[config.mk]
export PLATFORM = sky130hd
export DESIGN_NAME = csg_ctl
export DESIGN_NICKNAME = d
export VERILOG_FILES = /design/src/csg_pkg.sv /design/src/csg_ctl.sv
export SDC_FILE = /design/constraint.sdc
export NUM_CORES = 1
export LEC_CHECK = 0
export BUFFER_PORTS_ARGS = -buffer_cell sky130_fd_sc_hd__buf_2
export CORE_MARGIN = 2
export CORE_UTILIZATION = 45
export DETAILED_ROUTE_END_ITERATION = 12
export GPL_ROUTABILITY_DRIVEN = 0
export PLACE_DENSITY = 0.67
export SYNTH_ARGS = -nofsm -noshare
export SYNTH_HDL_FRONTEND = slang
export SYNTH_SLANG_ARGS = --single-unit
[constraint.sdc]
create_clock -name core_clk_in -period 4.4 [get_ports core_clk_in]
set_clock_uncertainty 0.2 [all_clocks]
set_input_delay 0.22 -clock core_clk_in [delete_from_list [all_inputs] [get_ports core_clk_in]]
set_output_delay 0.22 -clock core_clk_in [all_outputs]
set_load 0.03 [all_outputs]
[src/csg_pkg.sv]
// package for the output shutdown and capture gating control block
package csg_pkg;

  // ------------------------------------------------------------
  // register word addresses (plain port, word index)
  // ------------------------------------------------------------
  localparam logic [3:0] CSG_ADDR_STEER = 4'h0;
  localparam logic [3:0] CSG_ADDR_DEAD = 4'h1;
  localparam logic [3:0] CSG_ADDR_MODE = 4'h2;
  localparam logic [3:0] CSG_ADDR_SRC = 4'h3;
  localparam logic [3:0] CSG_ADDR_STAT = 4'h4;

  // ------------------------------------------------------------
  // reset values
  // ------------------------------------------------------------
  localparam logic [15:0] CSG_RST_WORD = 16'h0000;

  // ------------------------------------------------------------
  // field positions
  // ------------------------------------------------------------
  localparam int CSG_SYNC_BIT = 15;
  localparam int CSG_STEER_LO = 8;
  localparam int CSG_GATE_LO = 6;
  localparam int CSG_AUX_LO = 3;
  localparam int CSG_ICS_LO = 0;
  localparam int CSG_HOLD_BIT = 15;
  localparam int CSG_OSC_LO = 12;
  localparam int CSG_PWM_OUTPUT_MODE_LO = 8;
  localparam int CSG_POL1_BIT = 5;
  localparam int CSG_POL2_BIT = 4;
  localparam int CSG_PSS1_LO = 2;
  localparam int CSG_PSS2_LO = 0;
  localparam int CSG_ARM_BIT = 10;
  localparam int CSG_SHUTDOWN_EVENT_STATUS_BIT = 4;
  localparam int CSG_CAPTURE_DISABLE_STATUS_BIT = 2;

  // writable masks per variant
  localparam logic [15:0] CSG_STEER_MASK_MULTI = 16'hBFDF;
  localparam logic [15:0] CSG_STEER_MASK_SINGLE = 16'h81DF;
  localparam logic [15:0] CSG_DEAD_MASK = 16'h003F;
  localparam logic [15:0] CSG_MODE_MASK_MULTI = 16'hF73F;
  localparam logic [15:0] CSG_MODE_MASK_SINGLE = 16'hF02C;

  // ------------------------------------------------------------
  // enumerations
  // ------------------------------------------------------------
  localparam logic [1:0] CSG_GATE_LEVEL = 2'h0;
  localparam logic [1:0] CSG_GATE_RISE = 2'h1;
  localparam logic [1:0] CSG_GATE_FALL = 2'h2;
  localparam logic [1:0] CSG_AUX_OFF = 2'h0;
  localparam logic [1:0] CSG_AUX_ROLL = 2'h1;
  localparam logic [1:0] CSG_AUX_MODE = 2'h2;
  localparam logic [2:0] CSG_PWM_OUTPUT_MODE_SINGLE = 3'h0;
  localparam logic [2:0] CSG_PWM_OUTPUT_MODE_PUSHPULL = 3'h1;
  localparam logic [2:0] CSG_PWM_OUTPUT_MODE_HALF = 3'h2;
  localparam logic [2:0] CSG_PWM_OUTPUT_MODE_BDC_REV = 3'h4;
  localparam logic [2:0] CSG_PWM_OUTPUT_MODE_BDC_FWD = 3'h5;
  localparam logic [2:0] CSG_PWM_OUTPUT_MODE_SCAN = 3'h6;

  typedef enum logic [2:0] {
    CSG_DT_IDLE = 3'b001,
    CSG_DT_WAIT = 3'b010,
    CSG_DT_RUN = 3'b100
  } csg_dt_state_t;

endpackage

[src/csg_ctl.sv]
// output steering, shutdown, dead time and capture gating control
`timescale 1ns/1ps

// How it works
// - source enable bit 0 comparator1, 1 comparator2, 2-3 faults C/D, 4 capture, 5 cell, 6-7 faults A/B
// - sources four to seven arrive already routed through the pin remap network
// - with sync set, steering changes apply at next rollover, else immediately
// - set steering bit drives that pin with the compare signal, clear releases it
// - steering bits B to F exist only in the multi-output variant
// - gate mode 10: falling gate edge sets capture disable
// - gate mode 01: rising gate edge clears capture disable
// - gate mode 00 follows gate level; mode 11 reserved, holds capture disable and clears any arm
// - aux select: off, rollover, mode signal, capture/compare event unless plain timer
// - capture source select: pin, comparators one to three, logic cells one to four
// - nonzero dead time N delays each complementary rising edge N periods; zero disables
// - dead time register exists only in the multi-output variant
// - trigger hold with triggered operation releases pins until trigger occurs
// - one-shot extend N stretches trigger to N plus one time base periods
// - output mode selects single, push-pull, half-bridge, brush DC, scan; others reserved
// - polarity bits make groups ACE and BDF active low when set
// - shutdown state 11 active, 10 inactive, 0x high impedance per group
// - BDF polarity, output mode and BDF shutdown state only in multi variant
// - enabled sources trigger shutdown or gating, disabled ones are ignored
// - capture disable status blocks capture events while set
// - write-only arm bit arms one-shot gating once, reads back zero
// - outside trigger hold, shutdown status set forces the steered outputs to their shutdown states
module csg_ctl import csg_pkg::*; #(
  parameter bit MULTI = 1'b1
) (
  // clock and reset
  input wire logic core_clk_in,
  input wire logic resetn_in,
  // register port
  input wire logic [3:0] reg_addr_in,
  input wire logic [15:0] reg_wdata_in,
  input wire logic reg_wr_in,
  input wire logic reg_rd_in,
  output logic [15:0] reg_rdata_out,
  // time base and engine signals
  input wire logic tb_rollover_in,
  input wire logic tb_tick_in,
  input wire logic pwm_in,
  input wire logic mode_aux_in,
  input wire logic cc_event_in,
  input wire logic timer_mode_in,
  input wire logic triggered_operation_enable_in,
  input wire logic trigger_in,
  input wire logic shutdown_clear_in,
  // shutdown and capture sources
  input wire logic comparator_one_in,
  input wire logic comparator_two_in,
  input wire logic comparator_three_in,
  input wire logic fault_input_a_in,
  input wire logic fault_input_b_in,
  input wire logic fault_input_c_in,
  input wire logic fault_input_d_in,
  input wire logic own_capture_input_in,
  input wire logic capture_input_pin_in,
  input wire logic [3:0] logic_cell_outputs_in,
  // outputs
  output logic [5:0] compare_output_pin_out,
  output logic [5:0] compare_output_oe_out,
  output logic capture_event_out,
  output logic aux_out,
  output logic trigger_active_out,
  output logic shutdown_event_status_out,
  output logic capture_disable_status_out
);

  // ------------------------------------------------------------
  // registers
  // ------------------------------------------------------------
  logic [15:0] steer_reg;
  logic [15:0] dead_reg;
  logic [15:0] mode_reg;
  logic [7:0] shutdown_source_enables_reg;
  logic [5:0] steer_live_reg;
  logic steer_pend_reg;
  logic capture_disable_reg;
  logic shutdown_reg;
  logic armed_reg;
  logic gate_prev_reg;
  logic cap_prev_reg;
  logic [2:0] shot_cnt_reg;
  logic shot_reg;
  logic held_reg;
  logic [5:0] dt_cnt_reg;
  logic dt_a_reg;
  logic dt_b_reg;
  logic pwm_prev_reg;
  csg_dt_state_t dt_state_reg;
  csg_dt_state_t dt_state_next;

  // masks that hide bits missing in the single-output variant
  wire logic [15:0] steer_mask = MULTI ? CSG_STEER_MASK_MULTI : CSG_STEER_MASK_SINGLE;
  wire logic [15:0] dead_mask = MULTI ? CSG_DEAD_MASK : CSG_RST_WORD;
  wire logic [15:0] mode_mask = MULTI ? CSG_MODE_MASK_MULTI : CSG_MODE_MASK_SINGLE;

  // ------------------------------------------------------------
  // register decode
  // ------------------------------------------------------------
  wire logic wr_steer = reg_wr_in && reg_addr_in == CSG_ADDR_STEER;
  wire logic wr_dead = reg_wr_in && reg_addr_in == CSG_ADDR_DEAD;
  wire logic wr_mode = reg_wr_in && reg_addr_in == CSG_ADDR_MODE;
  wire logic wr_src = reg_wr_in && reg_addr_in == CSG_ADDR_SRC;
  wire logic arm_strobe = reg_wr_in && reg_addr_in == CSG_ADDR_STAT && reg_wdata_in[CSG_ARM_BIT];
  wire logic [15:0] stat_word = {11'h000, shutdown_reg, 1'b0, capture_disable_reg, 2'h0};
  // unmapped and unimplemented bits read zero
  wire logic [15:0] rd_word =
    reg_addr_in == CSG_ADDR_STEER ? steer_reg :
    reg_addr_in == CSG_ADDR_DEAD ? dead_reg :
    reg_addr_in == CSG_ADDR_MODE ? mode_reg :
    reg_addr_in == CSG_ADDR_SRC ? {8'h00, shutdown_source_enables_reg} :
    reg_addr_in == CSG_ADDR_STAT ? stat_word : CSG_RST_WORD;

  // ------------------------------------------------------------
  // field extraction
  // ------------------------------------------------------------
  wire logic steer_update_sync = steer_reg[CSG_SYNC_BIT];
  wire logic [5:0] pin_steer_enables = steer_reg[CSG_STEER_LO +: 6];
  wire logic [1:0] capture_gate_mode = steer_reg[CSG_GATE_LO +: 2];
  wire logic [1:0] aux_event_select = steer_reg[CSG_AUX_LO +: 2];
  wire logic [2:0] capture_source_select = steer_reg[CSG_ICS_LO +: 3];
  wire logic [5:0] dead_time_count = dead_reg[5:0];
  wire logic output_trigger_hold = mode_reg[CSG_HOLD_BIT];
  wire logic [2:0] one_shot_extend = mode_reg[CSG_OSC_LO +: 3];
  wire logic [2:0] pwm_output_mode = mode_reg[CSG_PWM_OUTPUT_MODE_LO +: 3];
  wire logic polarity_group_one = mode_reg[CSG_POL1_BIT];
  wire logic polarity_group_two = mode_reg[CSG_POL2_BIT];
  wire logic [1:0] shutdown_state_group_one = mode_reg[CSG_PSS1_LO +: 2];
  wire logic [1:0] shutdown_state_group_two = mode_reg[CSG_PSS2_LO +: 2];

  // ------------------------------------------------------------
  // source maps
  // ------------------------------------------------------------
  // fixed shutdown source order; bits 4-7 come pre-routed from the remap network
  wire logic [7:0] shutdown_sources = {fault_input_b_in, fault_input_a_in, logic_cell_outputs_in[0],
    own_capture_input_in, fault_input_d_in, fault_input_c_in, comparator_two_in, comparator_one_in};
  wire logic gate_src = |(shutdown_sources & shutdown_source_enables_reg);
  wire logic [7:0] capture_sources = {logic_cell_outputs_in, comparator_three_in, comparator_two_in,
    comparator_one_in, capture_input_pin_in};
  wire logic cap_src = capture_sources[capture_source_select];

  // ------------------------------------------------------------
  // gating edges and capture
  // ------------------------------------------------------------
  wire logic gate_rise = gate_src && !gate_prev_reg;
  wire logic gate_fall = !gate_src && gate_prev_reg;
  wire logic capture_next = cap_src && !cap_prev_reg && !capture_disable_reg;

  // capture disable status; a gate edge wins over the arm write
  always_ff @(posedge core_clk_in or negedge resetn_in) begin
    if (!resetn_in) begin
      capture_disable_reg <= 1'b0;
      armed_reg <= 1'b0;
    end else begin
      case (capture_gate_mode)
        CSG_GATE_LEVEL: begin
          capture_disable_reg <= !gate_src;
          armed_reg <= 1'b0;
        end
        // rising edge re-enables capture once armed
        CSG_GATE_RISE: begin
          if (armed_reg && gate_rise) begin
            capture_disable_reg <= 1'b0;
            armed_reg <= 1'b0;
          end else if (arm_strobe) begin
            armed_reg <= 1'b1;
          end
        end
        // falling edge disables capture once armed
        CSG_GATE_FALL: begin
          if (armed_reg && gate_fall) begin
            capture_disable_reg <= 1'b1;
            armed_reg <= 1'b0;
          end else if (arm_strobe) begin
            armed_reg <= 1'b1;
          end
        end
        default: armed_reg <= 1'b0;
      endcase
    end
  end

  // ------------------------------------------------------------
  // register writes
  // ------------------------------------------------------------
  // masks drop writes to absent bits
  always_ff @(posedge core_clk_in or negedge resetn_in) begin
    if (!resetn_in) begin
      steer_reg <= CSG_RST_WORD;
      dead_reg <= CSG_RST_WORD;
      mode_reg <= CSG_RST_WORD;
      shutdown_source_enables_reg <= 8'h00;
    end else begin
      if (wr_steer) steer_reg <= reg_wdata_in & steer_mask;
      if (wr_dead) dead_reg <= reg_wdata_in & dead_mask;
      if (wr_mode) mode_reg <= reg_wdata_in & mode_mask;
      if (wr_src) shutdown_source_enables_reg <= reg_wdata_in[7:0];
    end
  end

  // steering takes effect now or at the next rollover
  always_ff @(posedge core_clk_in or negedge resetn_in) begin
    if (!resetn_in) begin
      steer_live_reg <= 6'h00;
      steer_pend_reg <= 1'b0;
    end else if (!steer_update_sync || (steer_pend_reg && tb_rollover_in)) begin
      steer_live_reg <= pin_steer_enables;
      steer_pend_reg <= wr_steer;
    end else if (wr_steer) begin
      steer_pend_reg <= 1'b1;
    end
  end

  // ------------------------------------------------------------
  // shutdown, one-shot and trigger hold
  // ------------------------------------------------------------
  // shutdown holds until the engine clears it and no source is active
  always_ff @(posedge core_clk_in or negedge resetn_in) begin
    if (!resetn_in) shutdown_reg <= 1'b0;
    else if (gate_src) shutdown_reg <= 1'b1;
    else if (shutdown_clear_in) shutdown_reg <= 1'b0;
  end

  // stretch a trigger over one_shot_extend extra periods
  always_ff @(posedge core_clk_in or negedge resetn_in) begin
    if (!resetn_in) begin
      shot_reg <= 1'b0;
      shot_cnt_reg <= 3'h0;
      held_reg <= 1'b0;
    end else begin
      if (trigger_in) begin
        shot_reg <= 1'b1;
        shot_cnt_reg <= one_shot_extend;
      end else if (shot_reg && tb_rollover_in) begin
        if (shot_cnt_reg == 3'h0) shot_reg <= 1'b0;
        else shot_cnt_reg <= shot_cnt_reg - 3'h1;
      end
      // pins stay undriven until the first trigger
      if (!triggered_operation_enable_in) held_reg <= 1'b0;
      else if (trigger_in) held_reg <= 1'b1;
    end
  end

  // ------------------------------------------------------------
  // dead time
  // ------------------------------------------------------------
  // count dead-time ticks after each pwm edge
  always_comb begin
    dt_state_next = dt_state_reg;
    case (dt_state_reg)
      CSG_DT_IDLE: if (dead_time_count != 6'h00) dt_state_next = CSG_DT_RUN;
      CSG_DT_RUN: if (pwm_in != pwm_prev_reg) dt_state_next = CSG_DT_WAIT;
      CSG_DT_WAIT: if (dt_cnt_reg == 6'h00) dt_state_next = CSG_DT_RUN;
      default: dt_state_next = CSG_DT_IDLE;
    endcase
    if (dead_time_count == 6'h00) dt_state_next = CSG_DT_IDLE;
  end

  always_ff @(posedge core_clk_in or negedge resetn_in) begin
    if (!resetn_in) begin
      dt_state_reg <= CSG_DT_IDLE;
      dt_cnt_reg <= 6'h00;
      pwm_prev_reg <= 1'b0;
      dt_a_reg <= 1'b0;
      dt_b_reg <= 1'b0;
    end else begin
      dt_state_reg <= dt_state_next;
      pwm_prev_reg <= pwm_in;
      if (dt_state_next == CSG_DT_WAIT && dt_state_reg == CSG_DT_RUN) dt_cnt_reg <= dead_time_count;
      else if (tb_tick_in && dt_cnt_reg != 6'h00) dt_cnt_reg <= dt_cnt_reg - 6'h1;
      // both sides low during the gap, zero count bypasses it
      dt_a_reg <= dt_state_next == CSG_DT_RUN ? pwm_in : (dt_state_next == CSG_DT_IDLE && pwm_in);
      dt_b_reg <= dt_state_next == CSG_DT_RUN ? !pwm_in : (dt_state_next == CSG_DT_IDLE && !pwm_in);
    end
  end

  // ------------------------------------------------------------
  // output steering by mode
  // ------------------------------------------------------------
  // mode picks which active level each pin carries
  logic [5:0] act;
  always_comb begin
    act = 6'h00;
    case (pwm_output_mode)
      CSG_PWM_OUTPUT_MODE_SINGLE: act = {6{pwm_in}};
      CSG_PWM_OUTPUT_MODE_PUSHPULL: act = {4'h0, !pwm_in && shot_reg, pwm_in && shot_reg};
      CSG_PWM_OUTPUT_MODE_HALF: act = {4'h0, dt_b_reg, dt_a_reg};
      CSG_PWM_OUTPUT_MODE_BDC_REV: act = {4'h0, 1'b1, pwm_in};
      CSG_PWM_OUTPUT_MODE_BDC_FWD: act = {3'h0, 1'b1, 1'b0, pwm_in};
      CSG_PWM_OUTPUT_MODE_SCAN: act = {pwm_in, 5'h00};
      default: act = 6'h00;
    endcase
  end

  wire logic [5:0] pol = {polarity_group_two, polarity_group_one, polarity_group_two,
    polarity_group_one, polarity_group_two, polarity_group_one};
  wire logic [5:0] sd_hi = {3{shutdown_state_group_two[1], shutdown_state_group_one[1]}};
  wire logic [5:0] sd_act = {3{shutdown_state_group_two[0], shutdown_state_group_one[0]}};
  wire logic hold_now = output_trigger_hold && triggered_operation_enable_in && !held_reg;
  // drive only steered pins, shutdown states override
  wire logic [5:0] pin_next = (shutdown_reg ? sd_act : act) ^ pol;
  wire logic [5:0] oe_next = hold_now ? 6'h00 : (shutdown_reg ? steer_live_reg & sd_hi : steer_live_reg);

  wire logic aux_next =
    aux_event_select == CSG_AUX_OFF ? 1'b0 :
    aux_event_select == CSG_AUX_ROLL ? tb_rollover_in :
    aux_event_select == CSG_AUX_MODE ? mode_aux_in : cc_event_in && !timer_mode_in;

  // ------------------------------------------------------------
  // output flops
  // ------------------------------------------------------------
  always_ff @(posedge core_clk_in or negedge resetn_in) begin
    if (!resetn_in) begin
      reg_rdata_out <= CSG_RST_WORD;
      compare_output_pin_out <= 6'h00;
      compare_output_oe_out <= 6'h00;
      capture_event_out <= 1'b0;
      aux_out <= 1'b0;
      gate_prev_reg <= 1'b0;
      cap_prev_reg <= 1'b0;
    end else begin
      reg_rdata_out <= reg_rd_in ? rd_word : CSG_RST_WORD;
      compare_output_pin_out <= pin_next;
      compare_output_oe_out <= oe_next;
      capture_event_out <= capture_next;
      aux_out <= aux_next;
      gate_prev_reg <= gate_src;
      cap_prev_reg <= cap_src;
    end
  end

  assign trigger_active_out = shot_reg;
  assign shutdown_event_status_out = shutdown_reg;
  assign capture_disable_status_out = capture_disable_reg;

  // ------------------------------------------------------------
  // checks
  // ------------------------------------------------------------
  // outside trigger hold, shutdown drives steered pins only where the shutdown state is 1x
  shutdown_oe_a: assert property (@(posedge core_clk_in) disable iff (!resetn_in)
    shutdown_reg && !hold_now |=> compare_output_oe_out == ($past(steer_live_reg) & $past(sd_hi)))
    else $error("shutdown enable mismatch");
  capture_block_a: assert property (@(posedge core_clk_in) disable iff (!resetn_in)
    capture_disable_reg |=> !capture_event_out)
    else $error("capture while disabled");
  gate_level_a: assert property (@(posedge core_clk_in) disable iff (!resetn_in)
    capture_gate_mode == CSG_GATE_LEVEL && $stable(capture_gate_mode) |=> capture_disable_reg == !$past(gate_src))
    else $error("level gating wrong");
  gate_fall_a: assert property (@(posedge core_clk_in) disable iff (!resetn_in)
    capture_gate_mode == CSG_GATE_FALL && armed_reg && gate_fall |=> capture_disable_reg && !armed_reg)
    else $error("fall gating wrong");
  gate_rise_a: assert property (@(posedge core_clk_in) disable iff (!resetn_in)
    capture_gate_mode == CSG_GATE_RISE && armed_reg && gate_rise |=> !capture_disable_reg)
    else $error("rise gating wrong");
  steer_now_a: assert property (@(posedge core_clk_in) disable iff (!resetn_in)
    !steer_update_sync |=> steer_live_reg == $past(pin_steer_enables))
    else $error("steering not immediate");
  arm_read_a: assert property (@(posedge core_clk_in) disable iff (!resetn_in)
    reg_rd_in && reg_addr_in == CSG_ADDR_STAT |=> !reg_rdata_out[CSG_ARM_BIT])
    else $error("arm bit reads one");
  trig_hold_a: assert property (@(posedge core_clk_in) disable iff (!resetn_in)
    hold_now |=> compare_output_oe_out == 6'h00)
    else $error("pins driven before trigger");
  // dead gap keeps both outputs low
  dead_gap_a: assert property (@(posedge core_clk_in) disable iff (!resetn_in)
    dt_state_reg == CSG_DT_WAIT |-> !(dt_a_reg || dt_b_reg))
    else $error("dead gap overlap");

endmodule

==> results of run 1 <==
## cell type report
cell class              count  area, um^2  share of cell area [%]
clock buffers               9         124                    2.26
clock inverters             7        67.6                    1.23
inverters                  15        56.3                    1.03
multi-input cells         246        1920                    35.0
flip-flops and latches    100        2500                    45.6
well taps                 133         166                    3.03
repair buffers            104         651                    11.9
## how the worst max path moves through the flow
stage	start	end	slack, ps	cells after the start
after floorplan	dt_cnt_reg[0]	dt_cnt_reg[5]	2410	4
after global placement	reg_addr_in[1]	steer_reg[15]	2340	4
after detailed placement	reg_addr_in[1]	steer_reg[7]	2270	4
after CTS	dt_cnt_reg[0]	dt_cnt_reg[5]	2320	4
after global routing	dt_cnt_reg[0]	dt_cnt_reg[5]	2270	4
final	dt_cnt_reg[0]	dt_cnt_reg[5]	2320	4
## routing by layer
| layer | global-route usage (%) | share of wire (%) |
|---|---|---|
| met3 | 3.45 | 5.1 |
| met1 | 26.6 | 45 |
| met4 | 7.53 | 1.9 |
| met2 | 31.8 | 48 |
| met5 | 0 | 0 |
## through the flow
stage / util, % / setup WS (ps) / total power (W)
floorplan: - / 2410 / 0.00195
global placement: 51.6 / 2340 / 0.00218
detailed placement: 51.6 / 2270 / 0.00221
CTS: 56.2 / 2320 / 0.00281
global route: 56.2 / 2270 / 0.00297
finish: 56.2 / 2320 / 0.00279
## power by group
group	switching, W	leakage (nW)	internal [W]
Sequential	0.000208	1.25	0.00115
Clock	0.000350	0.0958	0.000221
Combinational	0.000450	1.21	0.000406
Total	0.00101	2.56	0.00178
## cell usage in the layout (no fill, tap or decap), drive strengths merged, types with 3 or more instances in the layout
cell type / Yosys / layout
dfrtp: 99 / 99
buf: 6 / 79
mux2: 54 / 54
nand2: 28 / 28
nor2: 25 / 25
dlygate4sd3: 0 / 25
inv: 15 / 19
a21oi: 15 / 15
o21ai: 11 / 11
mux2i: 10 / 10
xnor2: 9 / 9
nor2b: 9 / 9
clkbuf: 7 / 9
and2: 8 / 8
nand2b: 6 / 6
ha: 6 / 6
nand3: 5 / 5
a22oi: 5 / 5
mux4: 5 / 5
nor3b: 4 / 4
nor3: 4 / 4
a2111oi: 4 / 4
a311oi: 3 / 3
## worst register-to-register path, stage by stage, from the launching register on
cell	delay, ps
dfrtp_1	410
or4b_1	560
nor3_1	170
mux2_2	360
mux2_4	270
## synth_stat cells (6+ instances only)
cell type	number
inv_1	15
nor2_1	25
and2_1	7
mux2i_1	10
ha_1	6
clkbuf_1	7
nand2b_1	6
a21oi_1	15
nor2b_1	9
nand2_1	28
o21ai_0	11
dfrtp_1	99
xnor2_1	9
mux2_2	52
## repair_timing
action,CTS,global route
buffers inserted,0,0
hold buffers,25,0
hold endpoints to repair,119,0
endpoints found under the setup margin,0,0
resized for setup,0,0
## kinds of logic after synthesis
logic type	after synthesis	share of synthesized area [%]
buf+inv	28	2.46
fa+ha+maj	6	1.66
simple gates	105	11.9
xor+xnor	11	2.12
flops	100	55.2
compound gates	55	8.41
mux	69	18.3
==> impl_metrics.tcl, run 1 <==
set metrics [dict create \
    status "complete, no violations" \
    slew_violations 0 \
    leakage_nw 2.56 \
    min_period_ps 2080 \
    synth-main-ff-cell "dfrtp_1" \
    syn_nets 426 \
    maxCapViolCount 0 \
    timing.critical_path.buf_inv 0 \
    core_area_mm2 0.00977 \
    min-delay-start "timer_mode_in" \
    tns_ps 0 \
    die_area_mm2 0.0109 \
    grt_pass1_wl_um 17000 \
    setup_viol 0 \
    wl_um 10000 \
    hold_class "in -> reg" \
    fillers 843 \
    r2r-start "dt_cnt_reg[0]" \
    r2r_end "dt_cnt_reg[5]" \
    critPathRequiredTime_ps 4460 \
    io_pins 79 \
    cts_tree "done" \
    largest_register_ffs 16 \
    synth_top_area_cell "dfrtp_1" \
    hpwl_um 7240 \
    grt_pass1_vias 3365 \
    drt_iter0_drc 145 \
    yosys_register_bits 100 \
    hold_path_depth 4 \
    fin_nets 528 \
    ys_warn_count 0 \
    num_vias 3245 \
    dr.pass1.iters 5 \
    synth_seq_area_share_pct 55.2 \
    ff2ff_setup_slack_ps 2320 \
    maxSlewHeadroom_pct 42.1 \
    cp_cell_sequence "or4b_1 > nor3_1 > mux2_2 > mux2_4" \
    cts_max_level 3 \
    max-vdd-ir-drop_v 0.000275 \
    fin_crit_sh_pct 47.2 \
    clock-root-buffer "clkbuf_8" \
    drive_above_1_share_pct 33.5 \
    arrival_ps 2140 \
    cts_sinks 100 \
    cp_slowest_cell "or4b_1" \
    dp_cells 573 \
    synth_cells 374 \
    synth-edff-count 0 \
    drc 0 \
    dpl_cell_area_mm2 0.00505 \
    endpoint_kind "flop" \
    antenna_found_initial 0 \
    worstRegToRegCells 4 \
    ant_nets 0 \
    port_buffers 78 \
    synth_cell_types 52 \
    worstSkewPairLatency_ps 370 \
    crit_family "simple AND/OR/NAND/NOR gates" \
    num_antenna_cells 0 \
    synth.top_cell.area_share_pct 54.6 \
    async_reset_ff_share_pct 100 \
    rsz0062_at_grt "false" \
    max_freq_ghz 0.481 \
    tightest_slew_ps 869 \
    track_usage_pct 19.7 \
    p_per_area_mw_per_mm2 508 \
    clk_pin_slew_ps 100 \
    holdWs_ps 12.7 \
    cts-buffers-inserted 9 \
    grt_start_max_net_pins 71 \
    grt_overflow 0 \
    rows 36 \
    min_to "aux_out" \
    start_kind "flop" \
    die_width_um 104 \
    syn_area_mm2 0.00454 \
    clockBufferDepth 2 \
    crit_fanout 3 \
    critPathKind "reg -> reg" \
    synthToLayoutAreaGrowth_pct 21.0 \
    final_cell_area_mm2 0.00549 \
    hold_violations 0 \
    wl_per_cell_um 16.3 \
    viasPerCell 5.29 \
    stdcell_count 614 \
    initial_core_util_pct 46.4 \
    syn_avg_cell_area_um2 12.1 \
    synth_area_leaders "dfrtp_1, mux2_2, mux4_2" \
    die_h_um 104 \
    slowest_delay_ps 560 \
]
Note: power is estimated with default switching activity, not from simulation.
==> inputs of run 2 (changes only) <==
Clock period 4.4 ns to 2 ns, I/O delays scaled along.
==> run 2 against run 1 <==
Global-route usage is 0.67 points higher. Power is 130% higher. Flip-flop and latch count unchanged. Cell area up 5.7%. Fmax up 4.3%. Largest power group unchanged. Wire length rose by 5.9%.
==> impl_metrics.tcl, run 2 (synthesis results as in run 1) <==
set metrics [dict create \
    initial_core_util_pct 46.4 \
    hpwl_um 7390 \
    swShare_pct 35.4 \
    r2r-start "dt_cnt_reg[2]" \
    wl_per_cell_um 16.4 \
    status "complete, no violations" \
    holdWs_ps 6.97 \
    wl_um 10600 \
    die_h_um 104 \
    min_to "aux_out" \
    leakage_nw 2.72 \
    fin_ws_ps 6.54 \
    slowest_delay_ps 570 \
    hold_path_depth 5 \
    power.internal_w 0.00407 \
    arrival_ps 2060 \
    cts_max_level 3 \
    tns_ps 0 \
    fin_crit_sh_pct 99.7 \
    cp_slowest_cell "or4b_4" \
    clockPowerShare_pct 19.6 \
    min-delay-start "mode_aux_in" \
    track_usage_pct 20.4 \
    final_cell_mix "dfrtp_1, buf_2, mux2_2" \
    ant_nets 0 \
    cp_cell_sequence "or4b_4 > nor3_4 > mux2_4 > mux2_4" \
    clockBufferDepth 2 \
    ff2ff_setup_slack_ps 7 \
    setup_viol 0 \
    crit_fanout 2 \
    die_width_um 104 \
    hold_violations 0 \
    p_seq_share_pct 46.8 \
    fin_nets 562 \
    p_sw_w 0.00223 \
    max-vdd-ir-drop_v 0.000518 \
    io_pins 79 \
    drc 0 \
    grt_pass1_wl_um 17500 \
    cpMostUsedCell "mux2_4" \
    maxSlewHeadroom_pct 60.7 \
    preCtsSetupSlack_ps -34.7 \
    clk_pin_slew_ps 100 \
    final_common_cell "dfrtp_1" \
    rsz0062_at_grt "true" \
    synthToLayoutAreaGrowth_pct 27.9 \
    cts_tree "done" \
    critPathKind "reg -> reg" \
    dr.pass1.iters 4 \
    grt_overflow 0 \
    port_buffers 78 \
    die_area_mm2 0.0109 \
    num_antenna_cells 0 \
    timing.critical_path.buf_inv 0 \
    r2r_end "dt_cnt_reg[5]" \
    viasPerCell 5.23 \
    cts-buffers-inserted 9 \
    grt_pass1_vias 3543 \
    critPathRequiredTime_ps 2070 \
    hold_class "in -> reg" \
    path_depth 4 \
    max_freq_ghz 0.502 \
    min_period_ps 1990 \
    endpoint_kind "flop" \
    grt_start_max_net_pins 101 \
    pwr-share-comb_pct 33.5 \
    slew_violations 0 \
    drive_above_1_share_pct 35.9 \
    rows 36 \
    worstSkewPairLatency_ps 370 \
    tightest_slew_ps 590 \
    cts_sinks 100 \
    num_vias 3387 \
    clock-root-buffer "clkbuf_8" \
    start_kind "flop" \
    crit_family "simple AND/OR/NAND/NOR gates" \
    drt_iter0_drc 154 \
    fillers 788 \
    largest_register_ffs 16 \
    core_area_mm2 0.00977 \
    worstRegToRegCells 4 \
    p_per_area_mw_per_mm2 1090 \
    antenna_found_initial 0 \
    maxCapViolCount 0 \
]
[run 2: cell count changes in the layout (fill, tap and decap cells not counted), moves of 2 or more]
| cell | change |
|---|---|
| dlygate4sd3_1 | +13 |
| buf_4 | +20 |
| inv_6 | +2 |
| clkinv_4 | -2 |
| inv_8 | -3 |
[run 2: per-layer routing]
layer	share of wire (%)	track usage [%]	wire [um]
met5	0	0	0
met4	1.6	7.24	168
met1	45	26.7	4750
met2	50	34.1	5290
met3	4.0	3.63	421
[run 2: how the worst max path moves through the flow]
stage                  start            end  slack, ps
6_report       dt_cnt_reg[2]  dt_cnt_reg[5]          7
5_1_grt        dt_cnt_reg[2]  dt_cnt_reg[5]        -10
4_1_cts        dt_cnt_reg[1]  dt_cnt_reg[5]          7
3_5_place_dp   dt_cnt_reg[1]  dt_cnt_reg[5]        -30
3_3_place_gp   dt_cnt_reg[1]  dt_cnt_reg[5]          9
2_1_floorplan  dt_cnt_reg[0]  dt_cnt_reg[5]         10
[run 2: power groups by stage]
stage,Combinational [W],Sequential [W],Clock [W]
3_3_place_gp,0.00196,0.00294,0
4_1_cts,0.00210,0.00294,0.00127
2_1_floorplan,0.00115,0.00313,0
5_1_grt,0.00231,0.00302,0.00135
6_report,0.00211,0.00295,0.00124
3_5_place_dp,0.00201,0.00298,0
[run 2: repair_timing]
item	in CTS	in global routing
pin swaps	0	1
gates resized for setup	2	3
hold buffers	38	0
endpoints found under the hold margin	160	0
buffers inserted	0	1
endpoints found under the setup margin	1	9
[run 2: metrics by stage]
| step | power [W] | util, % | cell area [um^2] | cells |
|---|---|---|---|---|
| 6_report | 0.00630 | 59.4 | 5800 | 648 |
| 5_1_grt | 0.00668 | 59.4 | 5800 | 648 |
| 4_1_cts | 0.00631 | 59.2 | 5780 | 647 |
| 3_5_place_dp | 0.00499 | 53.3 | 5210 | 593 |
| 3_3_place_gp | 0.00490 | 53.3 | 5210 | 593 |
| 2_1_floorplan | 0.00428 | - | 4540 | 374 |
[run 2: layout make-up]
class	instances	area, um^2	share of cell area (%)
flip-flops and latches	100	2500	43.2
multi-input cells	246	1940	33.4
repair buffers	138	951	16.4
well taps	133	166	2.87
clock buffers	10	138	2.37
inverters	15	56.3	0.970
clock inverters	6	46.3	0.798
[run 2: worst register-to-register path, delay by kind of cell, from the launching register on]
| kind | cells | cell delay (ps) |
|---|---|---|
| flops | 1 | 390 |
| mux | 2 | 590 |
| simple gates | 2 | 720 |
==> inputs of run 3 (changes only) <==
Settings changed: MAX_ROUTING_LAYER set to met4.
Clock period 2 ns to 2.4 ns, I/O delays scaled along.
==> run 3 against run 2 <==
Register-to-register slack improved by 290 ps. Combinational power decreased by 25%. Cell area decreased by 3.6%. Worst setup slack improved by 240 ps. Sequential share of layout area increased by 1.6 points. Sequential power decreased by 16%. Die area unchanged. Via count decreased by 3.5%. Non-clock buffer count decreased by 24. Flip-flop and latch count unchanged. Global-route usage increased by 0.23 points.
==> impl_metrics.tcl, run 3 (synthesis results as in run 1) <==
set metrics [dict create \
    r2r_end "dt_cnt_reg[5]" \
    p_seq_share_pct 48.2 \
    pwr-share-comb_pct 30.7 \
    arrival_ps 2210 \
    rows 36 \
    min_period_ps 2150 \
    p_per_area_mw_per_mm2 923 \
    setup_viol 0 \
    cts_setup_buffers 0 \
    maxCapViolCount 0 \
    dr.pass1.iters 4 \
    hold_violations 0 \
    stdcell_count 624 \
    ff2ff_setup_slack_ps 300 \
    hold_class "in -> reg" \
    fillers 815 \
    viasPerCell 5.24 \
    dp_cells 578 \
    power.internal_w 0.00336 \
    cts_tree "done" \
    fin_ws_ps 250 \
    worstSkewPairLatency_ps 360 \
    preCtsSetupSlack_ps 323 \
    clock-root-buffer "clkbuf_8" \
    min_to "aux_out" \
    r2r-start "dt_cnt_reg[0]" \
    swShare_pct 34.9 \
    slew_violations 0 \
    endpoint_kind "flop" \
    wl_um 10300 \
    drive_above_1_share_pct 33.8 \
    worstRegToRegCells 4 \
    grt_pass1_vias 3348 \
    io_pins 79 \
    clockPowerShare_pct 21.1 \
    status "complete, no violations" \
    fin_nets 538 \
    drc 0 \
    final_cell_mix "dfrtp_1, buf_2, mux2_2" \
    hold_path_depth 5 \
    die_h_um 104 \
    final_common_cell "dfrtp_1" \
    min-delay-start "mode_aux_in" \
    fin_crit_sh_pct 89.6 \
    cts_max_level 3 \
    drt_iter0_drc 147 \
    leakage_nw 2.61 \
    crit_fanout 17 \
    initial_core_util_pct 46.4 \
    clockBufferDepth 2 \
    max-vdd-ir-drop_v 0.000471 \
    rsz0062_at_grt "false" \
    maxSlewHeadroom_pct 54.8 \
    num_antenna_cells 0 \
    ant_nets 0 \
    tns_ps 0 \
    grt_start_max_net_pins 52 \
    critPathKind "in -> reg" \
    synthToLayoutAreaGrowth_pct 23.4 \
    hpwl_um 7440 \
    grt_overflow 0 \
    num_vias 3269 \
    p_sw_w 0.00181 \
    clk_pin_slew_ps 100 \
    cts_sinks 100 \
    critPathRequiredTime_ps 2460 \
    track_usage_pct 20.6 \
    port_buffers 78 \
    grt_pass1_wl_um 17000 \
    max_freq_ghz 0.465 \
    die_width_um 104 \
    antenna_found_initial 0 \
    wl_per_cell_um 16.6 \
    core_area_mm2 0.00977 \
    largest_register_ffs 16 \
    cts-buffers-inserted 9 \
    die_area_mm2 0.0109 \
    tightest_slew_ps 677 \
    start_kind "input port" \
]
## run 3: what timing repair did
item	CTS	global route
endpoints found under the hold margin	104	0
gates resized for setup	0	0
hold buffers	30	0
## run 3: power by group through the flow
stage	clock, W	sequential, W	combinational [W]
2_1_floorplan	0	0.00261	0.000962
3_3_place_gp	0	0.00250	0.00151
3_5_place_dp	0	0.00252	0.00156
4_1_cts	0.00111	0.00249	0.00161
5_1_grt	0.00119	0.00255	0.00175
6_report	0.00109	0.00249	0.00159
## run 3: critical path, cell delays in order
cell and delay [ps]:
dlygate4sd3_1 530, buf_2 330, nor2b_1 90, a2111oi_0 460, nor3_1 120, dlygate4sd3_1 580
## run 3: area by class of cell
type / instances / area (um^2) / area share, %
Tap cell: 133 / 166 / 2.97
Clock buffer: 9 / 124 / 2.21
Sequential cell: 100 / 2500 / 44.7
Multi-Input combinational cell: 246 / 1920 / 34.3
Timing Repair Buffer: 114 / 751 / 13.4
Clock inverter: 7 / 73.8 / 1.32
Inverter: 15 / 56.3 / 1.01
## run 3: routing by layer
layer | track usage [%] | vias to the layer above | routed length (um)
met3 | 3.51 | 21 | 391
met2 | 32.5 | 83 | 5050
met5 | - | - | 0
met1 | 26.5 | 1622 | 4660
li1 | - | 1543 | -
met4 | 8.59 | 0 | 242
## run 3: through the flow
| step | util (%) | hold WS [ps] | total power (W) | cell area (um^2) |
|---|---|---|---|---|
| floorplan | - | -376 | 0.00357 | 4540 |
| global placement | 52.2 | -4.38 | 0.00400 | 5100 |
| detailed placement | 52.2 | 2.15 | 0.00408 | 5100 |
| CTS | 57.2 | 1.35 | 0.00521 | 5600 |
| global route | 57.2 | 17.4 | 0.00549 | 5600 |
| finish | 57.2 | 12.0 | 0.00517 | 5600 |
## run 3: how the worst max path moves through the flow
stage / from / to / depth (start not counted) / slack (ps)
global route: reg_addr_in[0] / reg_rdata_out[2] / 6 / 130
detailed placement: dt_cnt_reg[0] / dt_cnt_reg[5] / 4 / 320
finish: reg_addr_in[0] / reg_rdata_out[2] / 6 / 250
global placement: dt_cnt_reg[0] / dt_cnt_reg[5] / 4 / 370
floorplan: dt_cnt_reg[0] / dt_cnt_reg[5] / 4 / 410
CTS: reg_addr_in[0] / reg_rdata_out[2] / 6 / 240
